### src/hdl/ssx_unused_guard.sv
// Spare source file that holds no logic

### src/hdl/ssx_pkg.sv
// Constants for the store and sign-extend execution unit
//------------------------------------------------------------
// Summary of operation
//------------------------------------------------------------
// Summary of operation
// [RQ1] Byte store with immediate: address is base plus immediate, low byte written.
// [RQ2] Virtual mode and no translation: cause 10010, store flag set.
// [RQ3] Virtual mode and protection refusal: cause 10000, store flag, no-access flag recorded.
// [RQ4] No-access refusal only counts in user mode; privileged sees read-only only.
// [RQ5] Miss or storage fault saves user and virtual mode bits, then clears both.
// [RQ6] Priority: miss, then protection, then alignment; write only when none applies.
// [RQ7] Odd halfword address: cause 00001, word flag 0, store flag, source number recorded.
// [RQ8] Register halfword store: address is sum of both bases, low halfword written.
// [RQ9] Halfword store with immediate: base plus immediate, low halfword written.
// [RQ10] Reverse bit on a halfword store swaps its two bytes.
// [RQ11] Reversed store forms work only when the reorder parameter is 1.
// [RQ12] Stores take 1 cycle without area optimisation, 2 cycles with it.
// [RQ13] Immediate is sign-extended 16 bits, or full 32 bits after a prefix.
// [RQ14] Halfword extend copies source bit 15 into bits 31 to 16, one cycle.
// [RQ15] Byte extend copies source bit 7 into bits 31 to 8, one cycle.
// [RQ16] Word flag and source number change only on an alignment fault.
// [RQ17] A faulting store asserts no byte enable and no write.
package ssx_pkg;

    //------------------------------------------------------------
    // Operations
    //------------------------------------------------------------
    localparam logic [2:0] OP_STB_REG  = 3'h0;
    localparam logic [2:0] OP_STB_IMM  = 3'h1;
    localparam logic [2:0] OP_STH_REG  = 3'h2;
    localparam logic [2:0] OP_STH_IMM  = 3'h3;
    localparam logic [2:0] OP_EXT_HALF = 3'h4;
    localparam logic [2:0] OP_EXT_BYTE = 3'h5;

    //------------------------------------------------------------
    // Register offsets
    //------------------------------------------------------------
    localparam logic [7:0] OFS_MACH_STATUS = 8'h00;
    localparam logic [7:0] OFS_EXC_STATUS  = 8'h04;
    localparam logic [7:0] OFS_EVT_STATUS  = 8'h08;
    localparam logic [7:0] OFS_EVT_MASK    = 8'h0C;

    //------------------------------------------------------------
    // Field positions
    //------------------------------------------------------------
    localparam int POS_USER_MODE  = 0;
    localparam int POS_VIRT_MODE  = 1;
    localparam int POS_SAVED_USER = 2;
    localparam int POS_SAVED_VIRT = 3;
    localparam int POS_CAUSE_LO   = 0;
    localparam int POS_STORE_FLAG = 5;
    localparam int POS_WORD_FLAG  = 6;
    localparam int POS_NO_ACCESS  = 7;
    localparam int POS_SRC_LO     = 8;
    localparam int POS_EVT_MISS   = 0;
    localparam int POS_EVT_PROT   = 1;
    localparam int POS_EVT_ALIGN  = 2;
    localparam int POS_EVT_DONE   = 3;
    localparam int EVT_W          = 4;

    //------------------------------------------------------------
    // Cause codes and reset values
    //------------------------------------------------------------
    localparam logic [4:0]       CAUSE_MISS  = 5'h12;
    localparam logic [4:0]       CAUSE_PROT  = 5'h10;
    localparam logic [4:0]       CAUSE_ALIGN = 5'h01;
    localparam logic [3:0]       MODE_RST    = 4'h0;
    localparam logic [EVT_W-1:0] MASK_RST    = 4'h0;

    //------------------------------------------------------------
    // Store latency in cycles
    //------------------------------------------------------------
    localparam int LAT_FAST_CYC = 1;
    localparam int LAT_AREA_CYC = 2;

endpackage : ssx_pkg

### src/hdl/ssx_lane_pack.sv
// Byte lane placement for stores and the two sign extensions
`timescale 1ns/1ps
`default_nettype none

module ssx_lane_pack (
    input  wire logic        is_half,
    input  wire logic        reverse,
    input  wire logic [1:0]  addr_lo,
    input  wire logic [31:0] src,
    output logic      [31:0] wdata,
    output logic      [3:0]  be,
    output logic      [31:0] ext_half,
    output logic      [31:0] ext_byte
);

    //------------------------------------------------------------
    // Lanes are big-endian: offset 0 lands in bits 31 to 24
    //------------------------------------------------------------
    wire logic [1:0]  byte_ofs;
    wire logic        half_hi;
    wire logic [15:0] half_val;

    assign byte_ofs = reverse ? ~addr_lo : addr_lo;                   // see [RQ11]
    assign half_hi  = reverse ? addr_lo[1] : ~addr_lo[1];
    assign half_val = reverse ? {src[7:0], src[15:8]} : src[15:0];    // see [RQ10]

    assign wdata = is_half ? {2{half_val}} : {4{src[7:0]}};           // see [RQ1] see [RQ8]
    assign be    = is_half ? (half_hi ? 4'hC : 4'h3) : (4'h8 >> byte_ofs);

    assign ext_half = {{16{src[15]}}, src[15:0]};                     // see [RQ14]
    assign ext_byte = {{24{src[7]}}, src[7:0]};                       // see [RQ15]

endmodule : ssx_lane_pack

`default_nettype wire

### src/hdl/ssx_store_unit.sv
// Store and sign-extend execution unit with fault checks and registers
//
// Chosen here: the address-and-strobe port and the register offsets.
`timescale 1ns/1ps
`default_nettype none

module ssx_store_unit #(
    parameter int AREA_OPTIMIZE_PARAM = 0,
    parameter int REORDER_INSTR_PARAM = 1
) (
    input  wire logic        ref_clk,
    input  wire logic        nrst,
    input  wire logic        op_valid,
    input  wire logic [2:0]  op_code,
    input  wire logic        op_reverse,
    input  wire logic [31:0] base_reg_a,
    input  wire logic [31:0] base_reg_b,
    input  wire logic [15:0] op_imm,
    input  wire logic        imm_prefix_valid,
    input  wire logic [15:0] imm_prefix_hi,
    input  wire logic [31:0] op_src,
    input  wire logic [4:0]  op_src_num,
    output logic             op_ready,
    output logic [31:0]      mmu_addr,
    input  wire logic        mmu_miss,
    input  wire logic        mmu_read_only,
    input  wire logic        mmu_no_access,
    output logic             mem_wr,
    output logic [31:0]      mem_addr,
    output logic [3:0]       mem_be,
    output logic [31:0]      mem_wdata,
    output logic [31:0]      result,
    output logic             result_we,
    output logic             done,
    output logic             exc_raise,
    input  wire logic [7:0]  reg_addr,
    input  wire logic [31:0] reg_wdata,
    input  wire logic        reg_wr,
    input  wire logic        reg_rd,
    output logic [31:0]      reg_rdata,
    output logic             irq
);

    //------------------------------------------------------------
    // Configuration checks
    //------------------------------------------------------------
    if (AREA_OPTIMIZE_PARAM < 0 || AREA_OPTIMIZE_PARAM > 1) begin : g_bad_area
        $error("area optimize parameter must be 0 or 1");
    end
    if (REORDER_INSTR_PARAM < 0 || REORDER_INSTR_PARAM > 1) begin : g_bad_reorder
        $error("reorder parameter must be 0 or 1");
    end

    localparam int LAT = AREA_OPTIMIZE_PARAM == 1 ? ssx_pkg::LAT_AREA_CYC : ssx_pkg::LAT_FAST_CYC;

    typedef enum logic [1:0] {ST_IDLE, ST_WAIT, ST_EVAL} ssx_state_t;

    //------------------------------------------------------------
    // State
    //------------------------------------------------------------
    ssx_state_t  state_r;
    ssx_state_t  state_nxt;
    logic        is_half_r;
    logic        rev_r;
    logic [31:0] src_r;
    logic [4:0]  src_num_r;
    logic [31:0] addr_r;
    logic        op_ready_r;
    logic        mem_wr_r;
    logic [31:0] mem_addr_r;
    logic [3:0]  mem_be_r;
    logic [31:0] mem_wdata_r;
    logic [31:0] result_r;
    logic        result_we_r, done_r, exc_raise_r;
    logic        user_mode_bit_r, virt_mode_bit_r, saved_user_mode_bit_r, saved_virtual_mode_bit_r;
    logic [4:0]  exception_cause_code_r;
    logic        exc_store_r, exc_word_r, no_access_zone_flag_r;
    logic [4:0]  exc_src_r;
    logic [ssx_pkg::EVT_W-1:0] evt_r;
    logic [ssx_pkg::EVT_W-1:0] mask_r;
    logic [31:0] reg_rdata_r;
    logic        irq_r;

    //------------------------------------------------------------
    // Decode and effective address
    //------------------------------------------------------------
    wire logic        op_take, op_is_ext, op_is_imm, op_is_half;
    wire logic [31:0] imm_val;
    wire logic [31:0] eff_addr;

    assign op_take    = op_valid && op_ready_r;
    assign op_is_ext  = op_code == ssx_pkg::OP_EXT_HALF || op_code == ssx_pkg::OP_EXT_BYTE;
    assign op_is_imm  = op_code == ssx_pkg::OP_STB_IMM || op_code == ssx_pkg::OP_STH_IMM;
    assign op_is_half = op_code == ssx_pkg::OP_STH_REG || op_code == ssx_pkg::OP_STH_IMM;
    assign imm_val    = imm_prefix_valid ? {imm_prefix_hi, op_imm}
                                         : {{16{op_imm[15]}}, op_imm};           // see [RQ13]
    assign eff_addr   = base_reg_a + (op_is_imm ? imm_val : base_reg_b);   // see [RQ1] see [RQ8] see [RQ9]

    //------------------------------------------------------------
    // Fault checks, in priority order
    //------------------------------------------------------------
    wire logic commit, miss_hit, no_access_hit, prot_hit, align_hit, mode_fault, fault;

    assign commit        = state_r == ST_EVAL;
    assign miss_hit      = virt_mode_bit_r && mmu_miss;                           // see [RQ2]
    assign no_access_hit = mmu_no_access && user_mode_bit_r;                      // see [RQ4]
    assign prot_hit      = virt_mode_bit_r && !mmu_miss
                           && (mmu_read_only || no_access_hit);                   // see [RQ3] see [RQ6]
    assign align_hit     = !miss_hit && !prot_hit && is_half_r && addr_r[0];      // see [RQ6] see [RQ7]
    assign mode_fault    = miss_hit || prot_hit;
    assign fault         = mode_fault || align_hit;

    //------------------------------------------------------------
    // Lanes and extension
    //------------------------------------------------------------
    wire logic [31:0] lane_wdata, ext_half, ext_byte;
    wire logic [3:0]  lane_be;

    ssx_lane_pack u_lane (
        .is_half  (is_half_r),
        .reverse  (rev_r),
        .addr_lo  (addr_r[1:0]),
        .src      (commit ? src_r : op_src),
        .wdata    (lane_wdata),
        .be       (lane_be),
        .ext_half (ext_half),
        .ext_byte (ext_byte)
    );

    //------------------------------------------------------------
    // Sequencer
    //------------------------------------------------------------
    always_comb begin
        state_nxt = state_r;
        case (state_r)
            ST_IDLE: begin
                if (op_take && !op_is_ext) begin
                    state_nxt = LAT > 1 ? ST_WAIT : ST_EVAL;                 // see [RQ12]
                end
            end
            ST_WAIT: begin
                state_nxt = ST_EVAL;
            end
            ST_EVAL: begin
                state_nxt = ST_IDLE;
            end
            default: begin
                state_nxt = ST_IDLE;
            end
        endcase
    end

    always_ff @(posedge ref_clk or negedge nrst) begin
        if (!nrst) begin
            state_r    <= ST_IDLE;
            op_ready_r <= 1'b0;
        end else begin
            state_r    <= state_nxt;
            op_ready_r <= state_nxt == ST_IDLE;
        end
    end

    always_ff @(posedge ref_clk or negedge nrst) begin
        if (!nrst) begin
            is_half_r <= 1'b0;
            rev_r     <= 1'b0;
            src_r     <= 32'h0000_0000;
            src_num_r <= 5'h00;
            addr_r    <= 32'h0000_0000;
        end else if (op_take && !op_is_ext) begin
            is_half_r <= op_is_half;
            // Immediate forms carry no reverse bit
            rev_r     <= op_reverse && !op_is_imm && REORDER_INSTR_PARAM == 1;   // see [RQ11]
            src_r     <= op_src;
            src_num_r <= op_src_num;
            addr_r    <= eff_addr;
        end
    end

    //------------------------------------------------------------
    // Memory write and results
    //------------------------------------------------------------
    always_ff @(posedge ref_clk or negedge nrst) begin
        if (!nrst) begin
            mem_wr_r    <= 1'b0;
            mem_addr_r  <= 32'h0000_0000;
            mem_be_r    <= 4'h0;
            mem_wdata_r <= 32'h0000_0000;
        end else begin
            mem_wr_r <= commit && !fault;                                    // see [RQ6] see [RQ17]
            mem_be_r <= commit && !fault ? lane_be : 4'h0;                   // see [RQ17]
            if (commit) begin
                mem_addr_r  <= {addr_r[31:2], 2'b00};
                mem_wdata_r <= lane_wdata;
            end
        end
    end

    // Extends finish in the take cycle, so they never see the store stage busy
    always_ff @(posedge ref_clk or negedge nrst) begin
        if (!nrst) begin
            result_r    <= 32'h0000_0000;
            result_we_r <= 1'b0;
            done_r      <= 1'b0;
            exc_raise_r <= 1'b0;
        end else begin
            result_we_r <= op_take && op_is_ext;
            done_r      <= (op_take && op_is_ext) || commit;                // see [RQ12]
            exc_raise_r <= commit && fault;
            if (op_take && op_is_ext) begin
                result_r <= op_code == ssx_pkg::OP_EXT_HALF ? ext_half : ext_byte;  // see [RQ14] see [RQ15]
            end
        end
    end

    //------------------------------------------------------------
    // Mode bits and exception status
    //------------------------------------------------------------
    wire logic wr_mach, wr_evt, wr_mask;

    assign wr_mach = reg_wr && reg_addr == ssx_pkg::OFS_MACH_STATUS;
    assign wr_evt  = reg_wr && reg_addr == ssx_pkg::OFS_EVT_STATUS;
    assign wr_mask = reg_wr && reg_addr == ssx_pkg::OFS_EVT_MASK;

    // A miss or protection fault in the same cycle as a software write wins
    always_ff @(posedge ref_clk or negedge nrst) begin
        if (!nrst) begin
            user_mode_bit_r          <= ssx_pkg::MODE_RST[ssx_pkg::POS_USER_MODE];
            virt_mode_bit_r          <= ssx_pkg::MODE_RST[ssx_pkg::POS_VIRT_MODE];
            saved_user_mode_bit_r    <= ssx_pkg::MODE_RST[ssx_pkg::POS_SAVED_USER];
            saved_virtual_mode_bit_r <= ssx_pkg::MODE_RST[ssx_pkg::POS_SAVED_VIRT];
        end else if (commit && mode_fault) begin
            saved_user_mode_bit_r    <= user_mode_bit_r;                     // see [RQ5]
            saved_virtual_mode_bit_r <= virt_mode_bit_r;                     // see [RQ5]
            user_mode_bit_r          <= 1'b0;
            virt_mode_bit_r          <= 1'b0;
        end else if (wr_mach) begin
            user_mode_bit_r          <= reg_wdata[ssx_pkg::POS_USER_MODE];
            virt_mode_bit_r          <= reg_wdata[ssx_pkg::POS_VIRT_MODE];
            saved_user_mode_bit_r    <= reg_wdata[ssx_pkg::POS_SAVED_USER];
            saved_virtual_mode_bit_r <= reg_wdata[ssx_pkg::POS_SAVED_VIRT];
        end
    end

    always_ff @(posedge ref_clk or negedge nrst) begin
        if (!nrst) begin
            exception_cause_code_r <= 5'h00;
            exc_store_r            <= 1'b0;
            exc_word_r             <= 1'b0;
            no_access_zone_flag_r  <= 1'b0;
            exc_src_r              <= 5'h00;
        end else if (commit && fault) begin
            exc_store_r <= 1'b1;
            if (miss_hit) begin
                exception_cause_code_r <= ssx_pkg::CAUSE_MISS;               // see [RQ2]
            end else if (prot_hit) begin
                exception_cause_code_r <= ssx_pkg::CAUSE_PROT;               // see [RQ3]
                no_access_zone_flag_r  <= no_access_hit;                     // see [RQ4]
            end else begin
                exception_cause_code_r <= ssx_pkg::CAUSE_ALIGN;              // see [RQ7]
                exc_word_r             <= 1'b0;                              // see [RQ16]
                exc_src_r              <= src_num_r;                         // see [RQ16]
            end
        end
    end

    //------------------------------------------------------------
    // Event status, mask and interrupt
    //------------------------------------------------------------
    wire logic [ssx_pkg::EVT_W-1:0] evt_set, evt_nxt, mask_nxt;

    assign evt_set  = commit ? {!fault, align_hit, prot_hit, miss_hit} : 4'h0;
    // Set beats a write-one clear so no event is lost
    assign evt_nxt  = (evt_r & ~(wr_evt ? reg_wdata[ssx_pkg::EVT_W-1:0] : 4'h0)) | evt_set;
    assign mask_nxt = wr_mask ? reg_wdata[ssx_pkg::EVT_W-1:0] : mask_r;

    always_ff @(posedge ref_clk or negedge nrst) begin
        if (!nrst) begin
            evt_r  <= 4'h0;
            mask_r <= ssx_pkg::MASK_RST;
            irq_r  <= 1'b0;
        end else begin
            evt_r  <= evt_nxt;
            mask_r <= mask_nxt;
            irq_r  <= |(evt_nxt & mask_nxt);
        end
    end

    //------------------------------------------------------------
    // Register read
    //------------------------------------------------------------
    wire logic [31:0] rd_mux;

    assign rd_mux = reg_addr == ssx_pkg::OFS_MACH_STATUS ?
                        {28'h000_0000, saved_virtual_mode_bit_r, saved_user_mode_bit_r,
                         virt_mode_bit_r, user_mode_bit_r} :
                    reg_addr == ssx_pkg::OFS_EXC_STATUS ?
                        {19'h0_0000, exc_src_r, no_access_zone_flag_r, exc_word_r,
                         exc_store_r, exception_cause_code_r} :
                    reg_addr == ssx_pkg::OFS_EVT_STATUS ? {28'h000_0000, evt_r} :
                    reg_addr == ssx_pkg::OFS_EVT_MASK   ? {28'h000_0000, mask_r} :
                    32'h0000_0000;

    always_ff @(posedge ref_clk or negedge nrst) begin
        if (!nrst) begin
            reg_rdata_r <= 32'h0000_0000;
        end else begin
            reg_rdata_r <= reg_rd ? rd_mux : 32'h0000_0000;
        end
    end

    //------------------------------------------------------------
    // Outputs
    //------------------------------------------------------------
    assign op_ready  = op_ready_r;
    assign mmu_addr  = addr_r;
    assign mem_wr    = mem_wr_r;
    assign mem_addr  = mem_addr_r;
    assign mem_be    = mem_be_r;
    assign mem_wdata = mem_wdata_r;
    assign result    = result_r;
    assign result_we = result_we_r;
    assign done      = done_r;
    assign exc_raise = exc_raise_r;
    assign reg_rdata = reg_rdata_r;
    assign irq       = irq_r;

    //------------------------------------------------------------
    // Checks
    //------------------------------------------------------------
    a_byte_write: assert property (@(posedge ref_clk) disable iff (!nrst)   // see [RQ1]
        commit && !fault && !is_half_r |=> mem_wr_r && $countones(mem_be_r) == 1)
        else $error("byte store did not write one lane");
    a_miss_cause: assert property (@(posedge ref_clk) disable iff (!nrst)   // see [RQ2]
        commit && miss_hit |=> exception_cause_code_r == ssx_pkg::CAUSE_MISS && exc_store_r && !mem_wr_r)
        else $error("translation miss not recorded");
    a_prot_cause: assert property (@(posedge ref_clk) disable iff (!nrst)   // see [RQ3]
        commit && prot_hit |=> exception_cause_code_r == ssx_pkg::CAUSE_PROT && exc_raise_r
            && mem_be_r == 4'h0)
        else $error("storage fault not recorded");
    a_priv_no_zone: assert property (@(posedge ref_clk) disable iff (!nrst) // see [RQ4]
        commit && prot_hit && !user_mode_bit_r |=> !no_access_zone_flag_r)
        else $error("no-access flag set in privileged mode");
    a_mode_save: assert property (@(posedge ref_clk) disable iff (!nrst)    // see [RQ5]
        commit && mode_fault |=> !user_mode_bit_r && !virt_mode_bit_r
            && saved_user_mode_bit_r == $past(user_mode_bit_r)
            && saved_virtual_mode_bit_r == $past(virt_mode_bit_r))
        else $error("mode bits not saved and cleared");
    a_align_fault: assert property (@(posedge ref_clk) disable iff (!nrst)  // see [RQ7]
        commit && align_hit |=> exception_cause_code_r == ssx_pkg::CAUSE_ALIGN && !exc_word_r
            && exc_src_r == $past(src_num_r) && !mem_wr_r)
        else $error("alignment fault not recorded");
    a_half_write: assert property (@(posedge ref_clk) disable iff (!nrst)   // see [RQ8]
        commit && !fault && is_half_r |=> mem_wr_r && $countones(mem_be_r) == 2)
        else $error("halfword store did not write two lanes");
    a_store_lat: assert property (@(posedge ref_clk) disable iff (!nrst)     // see [RQ12]
        op_take && !op_is_ext |-> ##LAT !op_ready_r ##1 done_r && op_ready_r)
        else $error("store latency wrong");
    a_ext_sign: assert property (@(posedge ref_clk) disable iff (!nrst)     // see [RQ14]
        op_take && op_code == ssx_pkg::OP_EXT_HALF |=> result_we_r
            && result_r == {{16{$past(op_src[15])}}, $past(op_src[15:0])})
        else $error("halfword extend wrong");
    a_src_keep: assert property (@(posedge ref_clk) disable iff (!nrst)     // see [RQ16]
        commit && mode_fault |=> $stable(exc_src_r) && $stable(exc_word_r))
        else $error("source field changed on non-alignment fault");

endmodule : ssx_store_unit

`default_nettype wire

### config.mk
export PLATFORM = sky130hd
export DESIGN_NAME = ssx_store_unit
export DESIGN_NICKNAME = d
export VERILOG_FILES = /design/src/hdl/ssx_unused_guard.sv /design/src/hdl/ssx_pkg.sv /design/src/hdl/ssx_lane_pack.sv /design/src/hdl/ssx_store_unit.sv
export SDC_FILE = /design/constraint.sdc
export NUM_CORES = 1
export LEC_CHECK = 0
export BUFFER_PORTS_ARGS = -buffer_cell sky130_fd_sc_hd__buf_2
export CAP_MARGIN = 20
export CORE_MARGIN = 4
export CORE_UTILIZATION = 48
export DETAILED_ROUTE_END_ITERATION = 12
export GPL_TIMING_DRIVEN = 0
export PLACE_DENSITY = 0.79
export SYNTH_ARGS = -nofsm -noshare
export SYNTH_HDL_FRONTEND = slang
export SYNTH_HIERARCHICAL = 1
export SYNTH_SLANG_ARGS = --single-unit
### constraint.sdc
create_clock -name ref_clk -period 2.3 [get_ports ref_clk]
set_clock_uncertainty 0.2 [all_clocks]
set_input_delay 0.46 -clock ref_clk [delete_from_list [all_inputs] [get_ports ref_clk]]
set_output_delay 0.46 -clock ref_clk [all_outputs]
set_load 0.02 [all_outputs]
After elaboration in Yosys (flattened, before gate mapping):

Index checks and enable logic that the tools add are counted.

* $add $sub $neg: 1
* eq/ne operators: 10
* shifts and indexed selects: 1
* multiplexer cells: 31
* bitwise gates (word level): 8
* reductions and logical operators: 37

Operator list (count)
* $mux 32: 4
* $mux 13: 3
* $add 32x32->32: 1
* $mux 16: 2
* $mux 4: 8
* $logic_and 1x1->1: 17
* $eq 8x4->1 const B: 2
* $mux 5: 2
* $mux 1: 9
* $and 4x4->4: 2
* $eq 8x3->1 const B: 1
* $logic_not 8->1: 1
* $logic_or 1x1->1: 7
* $eq 3x2->1 const B: 2
* $eq 3x3->1 const B: 2
* $logic_not 1->1: 6
* $reduce_and 3->1: 2
* $logic_not 2->1: 2
* $mux 2: 2
* $not 4->4: 1
* $or 4x4->4: 1
* $pmux 2 s2: 1
* $reduce_or 4->1: 1
* $shr 4x2->4 const A: 1
* other kinds (6): 8

* register bits after elaboration: 198
* output and inout bits: 170

Depth between registers and ports, before layout:

* depth after elaboration: 13
* depth in mapped cells: 16
* depth with buffers taken out: 13

By module:

Netlist, hierarchy kept.

By module, submodules not included
* ssx_store_unit: instances 1, cells each 1281, area an instance 10911.7 um^2, seq. area each 5280.1 um^2
* ssx_lane_pack: instances 1, cells each 109, area an instance 912.1 um^2, seq. area each 0.0 um^2

Worst setup path before layout:

Ideal clock, no wire load.

* kind: input to register
* start: input op_code[0]
* end: register addr_r[28] (netlist: mmu_addr[28])
* library setup time: 0.124 ns
* arrival time: 3.732 ns
* data required time: 1.976 ns
* path slack: -1.756 ns
* stages: 16
* path buffers: 3
* path through: clkbuf_1 nand2b_1 buf_1 clkbuf_1 mux2_2 ha_1 inv_1 fa_1 nor2b_1 o31a_2 a21oi_1 a21bo_2 a2111oi_2 nor3_1 o21a_1 o31a_1

* longest elaborated chain between the ends: 4
* elaborated cells between the ends (all ways): 10
* classes of those cells: 1 x add/sub; 4 x eq/ne; 1 x mux; 4 x reduce/logical

RTL lines
* start: declaration: line ssx_store_unit.sv:14 `input wire logic [2:0] op_code,`
* $eq 3x1->1, or another cell as far along: line ssx_store_unit.sv:93 `assign op_is_imm = op_code == ssx_pkg::OP_STB_IMM || op_code == ssx_pkg::OP_STH_IMM;`
* $logic_or 1x1->1, on equally long branches: line ssx_store_unit.sv:93, ssx_store_unit.sv:92
* $mux 32 or $logic_not 1->1 (tied branches): line ssx_store_unit.sv:97, ssx_store_unit.sv:170
* $add 32x32->32 or $logic_and 1x1->1 (tied branches): line ssx_store_unit.sv:97, ssx_store_unit.sv:170
* end signal: assignment: line ssx_store_unit.sv:176 `addr_r <= eff_addr;`
* end: declaration: line ssx_store_unit.sv:67 `logic [31:0] addr_r;`

Parallel ways exist; a longest one is shown, timed or not.
A chain may end at the register's enable or synchronous reset.

Worst setup path after layout:

* start: input op_code[2]
* end: register addr_r[30] (netlist: mmu_addr[30])

Same word-level chain as after synthesis.

==> qor.txt <==
Drt pass-1 iters = 6
Gpl congestion = 0.8952
Core ar. = 0.02264 mm²
Via density = 5.263
Sequential Area = 0.004880 mm²
Most frequent cells in the layout = nand2_1, buf_2, dfrtp_1
Crit. End Element = register
Post-layout nets = 1,862
Die height = 159.8 µm
Clk sinks = 195
R2R Setup Slk = 90 ps
Finish-stage setup viols = 28
Placed Area = 0.01318 mm²
Synth Instances = 1,276
Vias = 10,210
F_max = 0.3188 GHz
Finished layout cell area = 0.01471 mm²
GRT overflow = 0
CP Class = primary input to register
R2r worst-path depth = 10
PwrDens = 876.1 mW/mm²
Number of max-cap violations = 0
Peak supply drop = 0.4798 mV
DR WL/cell = 17.51 µm
Vias in the first global route = 10,040
DR iter-0 viols = 662
Worst slew margin = 55.70%
PortBufs = 287
Failing checks = negative setup slack
Switching Power = 0.005076 W
Most common cell after layout, fill and taps aside = nand2_1
Crit Reg-Reg Startpoint = state_r[1]
Clk pin slew, worst setup/hold paths = 80 ps
HPWL Detailed = 24.99 mm
Proportion of power drawn by the clock network = 23.5%
CP required = 2430 ps
Die width = 159.8 µm
Row Count = 55
Clk Tree Root Cell = clkbuf_16
Startpoint Class = primary input
Final hold violations = 0
Net Sw Frac = 39.40%
Die area = 0.02552 mm²
Layout cells sized above 1 = 38.45%
Total GRT Usage = 25.18%
Critical Path AT = 3270 ps
DRC violations left = 0
Initial Util = 48.83%
Max Transition Viols Final = 0
Total CTS buffers = 17
Worst-path cell chain = buf_8, nand2b_4, buf_12, clkbuf_16, mux2_4, ha_4, inv_2, fa_2, nor2b_2, o31a_2, a21oi_2, a21bo_4, a211oi_2, o211ai_1, a2111oi_2, a211o_1
IO Count = 356
Flop pwr share = 38.2%
Fin crit period = 3136 ps
CTS Buffer Depth = 2
Total Wirelength = 33.97 mm
Status = finished with violations
CTS tree = done
Leak = 7.751 nW
Critical path's largest stage delay = 320 ps
Worst setup margin = -836.4 ps
CP Capture Point = mmu_addr[30]
Average cell area after synthesis = 8.664 µm²
Unrepaired setup endpoints after global routing = true
Area of the multi-input gates = 0.005774 mm²
First-pass GRT wire length = 51.88 mm
Comb power frac = 38.3%
Tightest Pin Transition = 664.5 ps
Crit path max-delay cell type = o31a_2
Synthesized area = 0.01106 mm²
Synthesis-to-layout area growth = 33.04%
Place WS = -1713 ps
Antenna viol nets, final = 0
CTS H-Tree Depth = 4
Pin count of the biggest net entering global routing = 108
Clk Latency, worst-skew pair = 440 ps
P_int = 0.007809 W
Crit path from = op_code[2]
Fillcell total = 1,868
Synth warnings = 6
Reg-to-Reg End = mem_wdata[23]
Worst min path class = primary input to register
Fin crit share = 136.4%
Initial antenna violation count = 3
Critical path fanouts, max = 6
Total design power = 0.01289 W
## critical path: cells and delay by family
| kind | cells | cell delay [ps] |
|---|---|---|
| buffers and inverters | 4 | 430 |
| and+or+nand+nor | 2 | 200 |
| adders and majority gates | 2 | 370 |
| muxes | 1 | 300 |
| AOI/OAI and AO/OA | 7 | 1480 |
## per-stage QoR
step / instances / util [%] / TNS, ps / hold slack [ps]
floorplan: 1298 / - / -20050 / -35.59
global placement: 1870 / 58.05 / -573790 / 248.2
detailed placement: 1871 / 58.22 / -76530 / 254.7
CTS: 1931 / 63.52 / -15690 / 6.619
global route: 1940 / 64.96 / -18640 / 12.65
finish: 1940 / 64.96 / -16410 / 25.48
## timing repair
item | 4_1_cts | 5_1_grt
hold endpoints to repair | 89 | 0
gates cloned | 0 | 2
pin swaps | 49 | 47
hold buffers | 2 | 0
setup endpoints to repair | 116 | 64
gates resized for setup | 96 | 68
buffers inserted | 28 | 12
## how the worst min path moves through the flow
stage                     cells past startpoint           end          start
after detailed placement                      1   exc_store_r    exc_store_r
final                                         3     src_r[15]     op_src[15]
after global placement                        1   exc_store_r    exc_store_r
after global routing                          3  src_num_r[3]  op_src_num[3]
after floorplan                               0          done           nrst
after CTS                                     3  src_num_r[3]  op_src_num[3]
## state kept, by name, indices dropped and copies added (netlist names), 2 cells and up
signal and cells:
evt_r 4, exc_src_r 5, exception_cause_code_r 3, mask_r 4, mem_addr 30, mem_be 4
mem_wdata 32, mmu_addr 32, reg_rdata 12, result 32, src_num_r 5, src_r 16
state_r 2
## power groups by stage
stage               logic, W  clock network, W  registers [W]
global route         0.00535           0.00320        0.00504
CTS                  0.00479           0.00306        0.00492
detailed placement   0.00455                 0        0.00498
global placement     0.00444                 0        0.00495
floorplan            0.00208                 0        0.00576
finish               0.00493           0.00303        0.00493
## per-layer routing
layer | vias up | GRT usage (%) | share of wire, %
met1 | 4825 | 30.36 | 39
met2 | 422 | 43.71 | 50
met4 | 2 | 10.85 | 3.7
met5 | - | 0 | 0.038
met3 | 76 | 5.290 | 7.2
li1 | 4886 | - | -
## area by class of cell
type | count | area share (%)
diodes | 1 | 0.01701
well taps | 285 | 2.424
inverters | 14 | 0.3573
repair buffers | 330 | 12.64
plain buffers | 168 | 7.988
clock buffers | 17 | 2.892
flip-flops and latches | 195 | 33.18
clock inverters | 15 | 1.242
multi-input cells | 915 | 39.26
No activity file was read; power rests on OpenSTA's default activity.
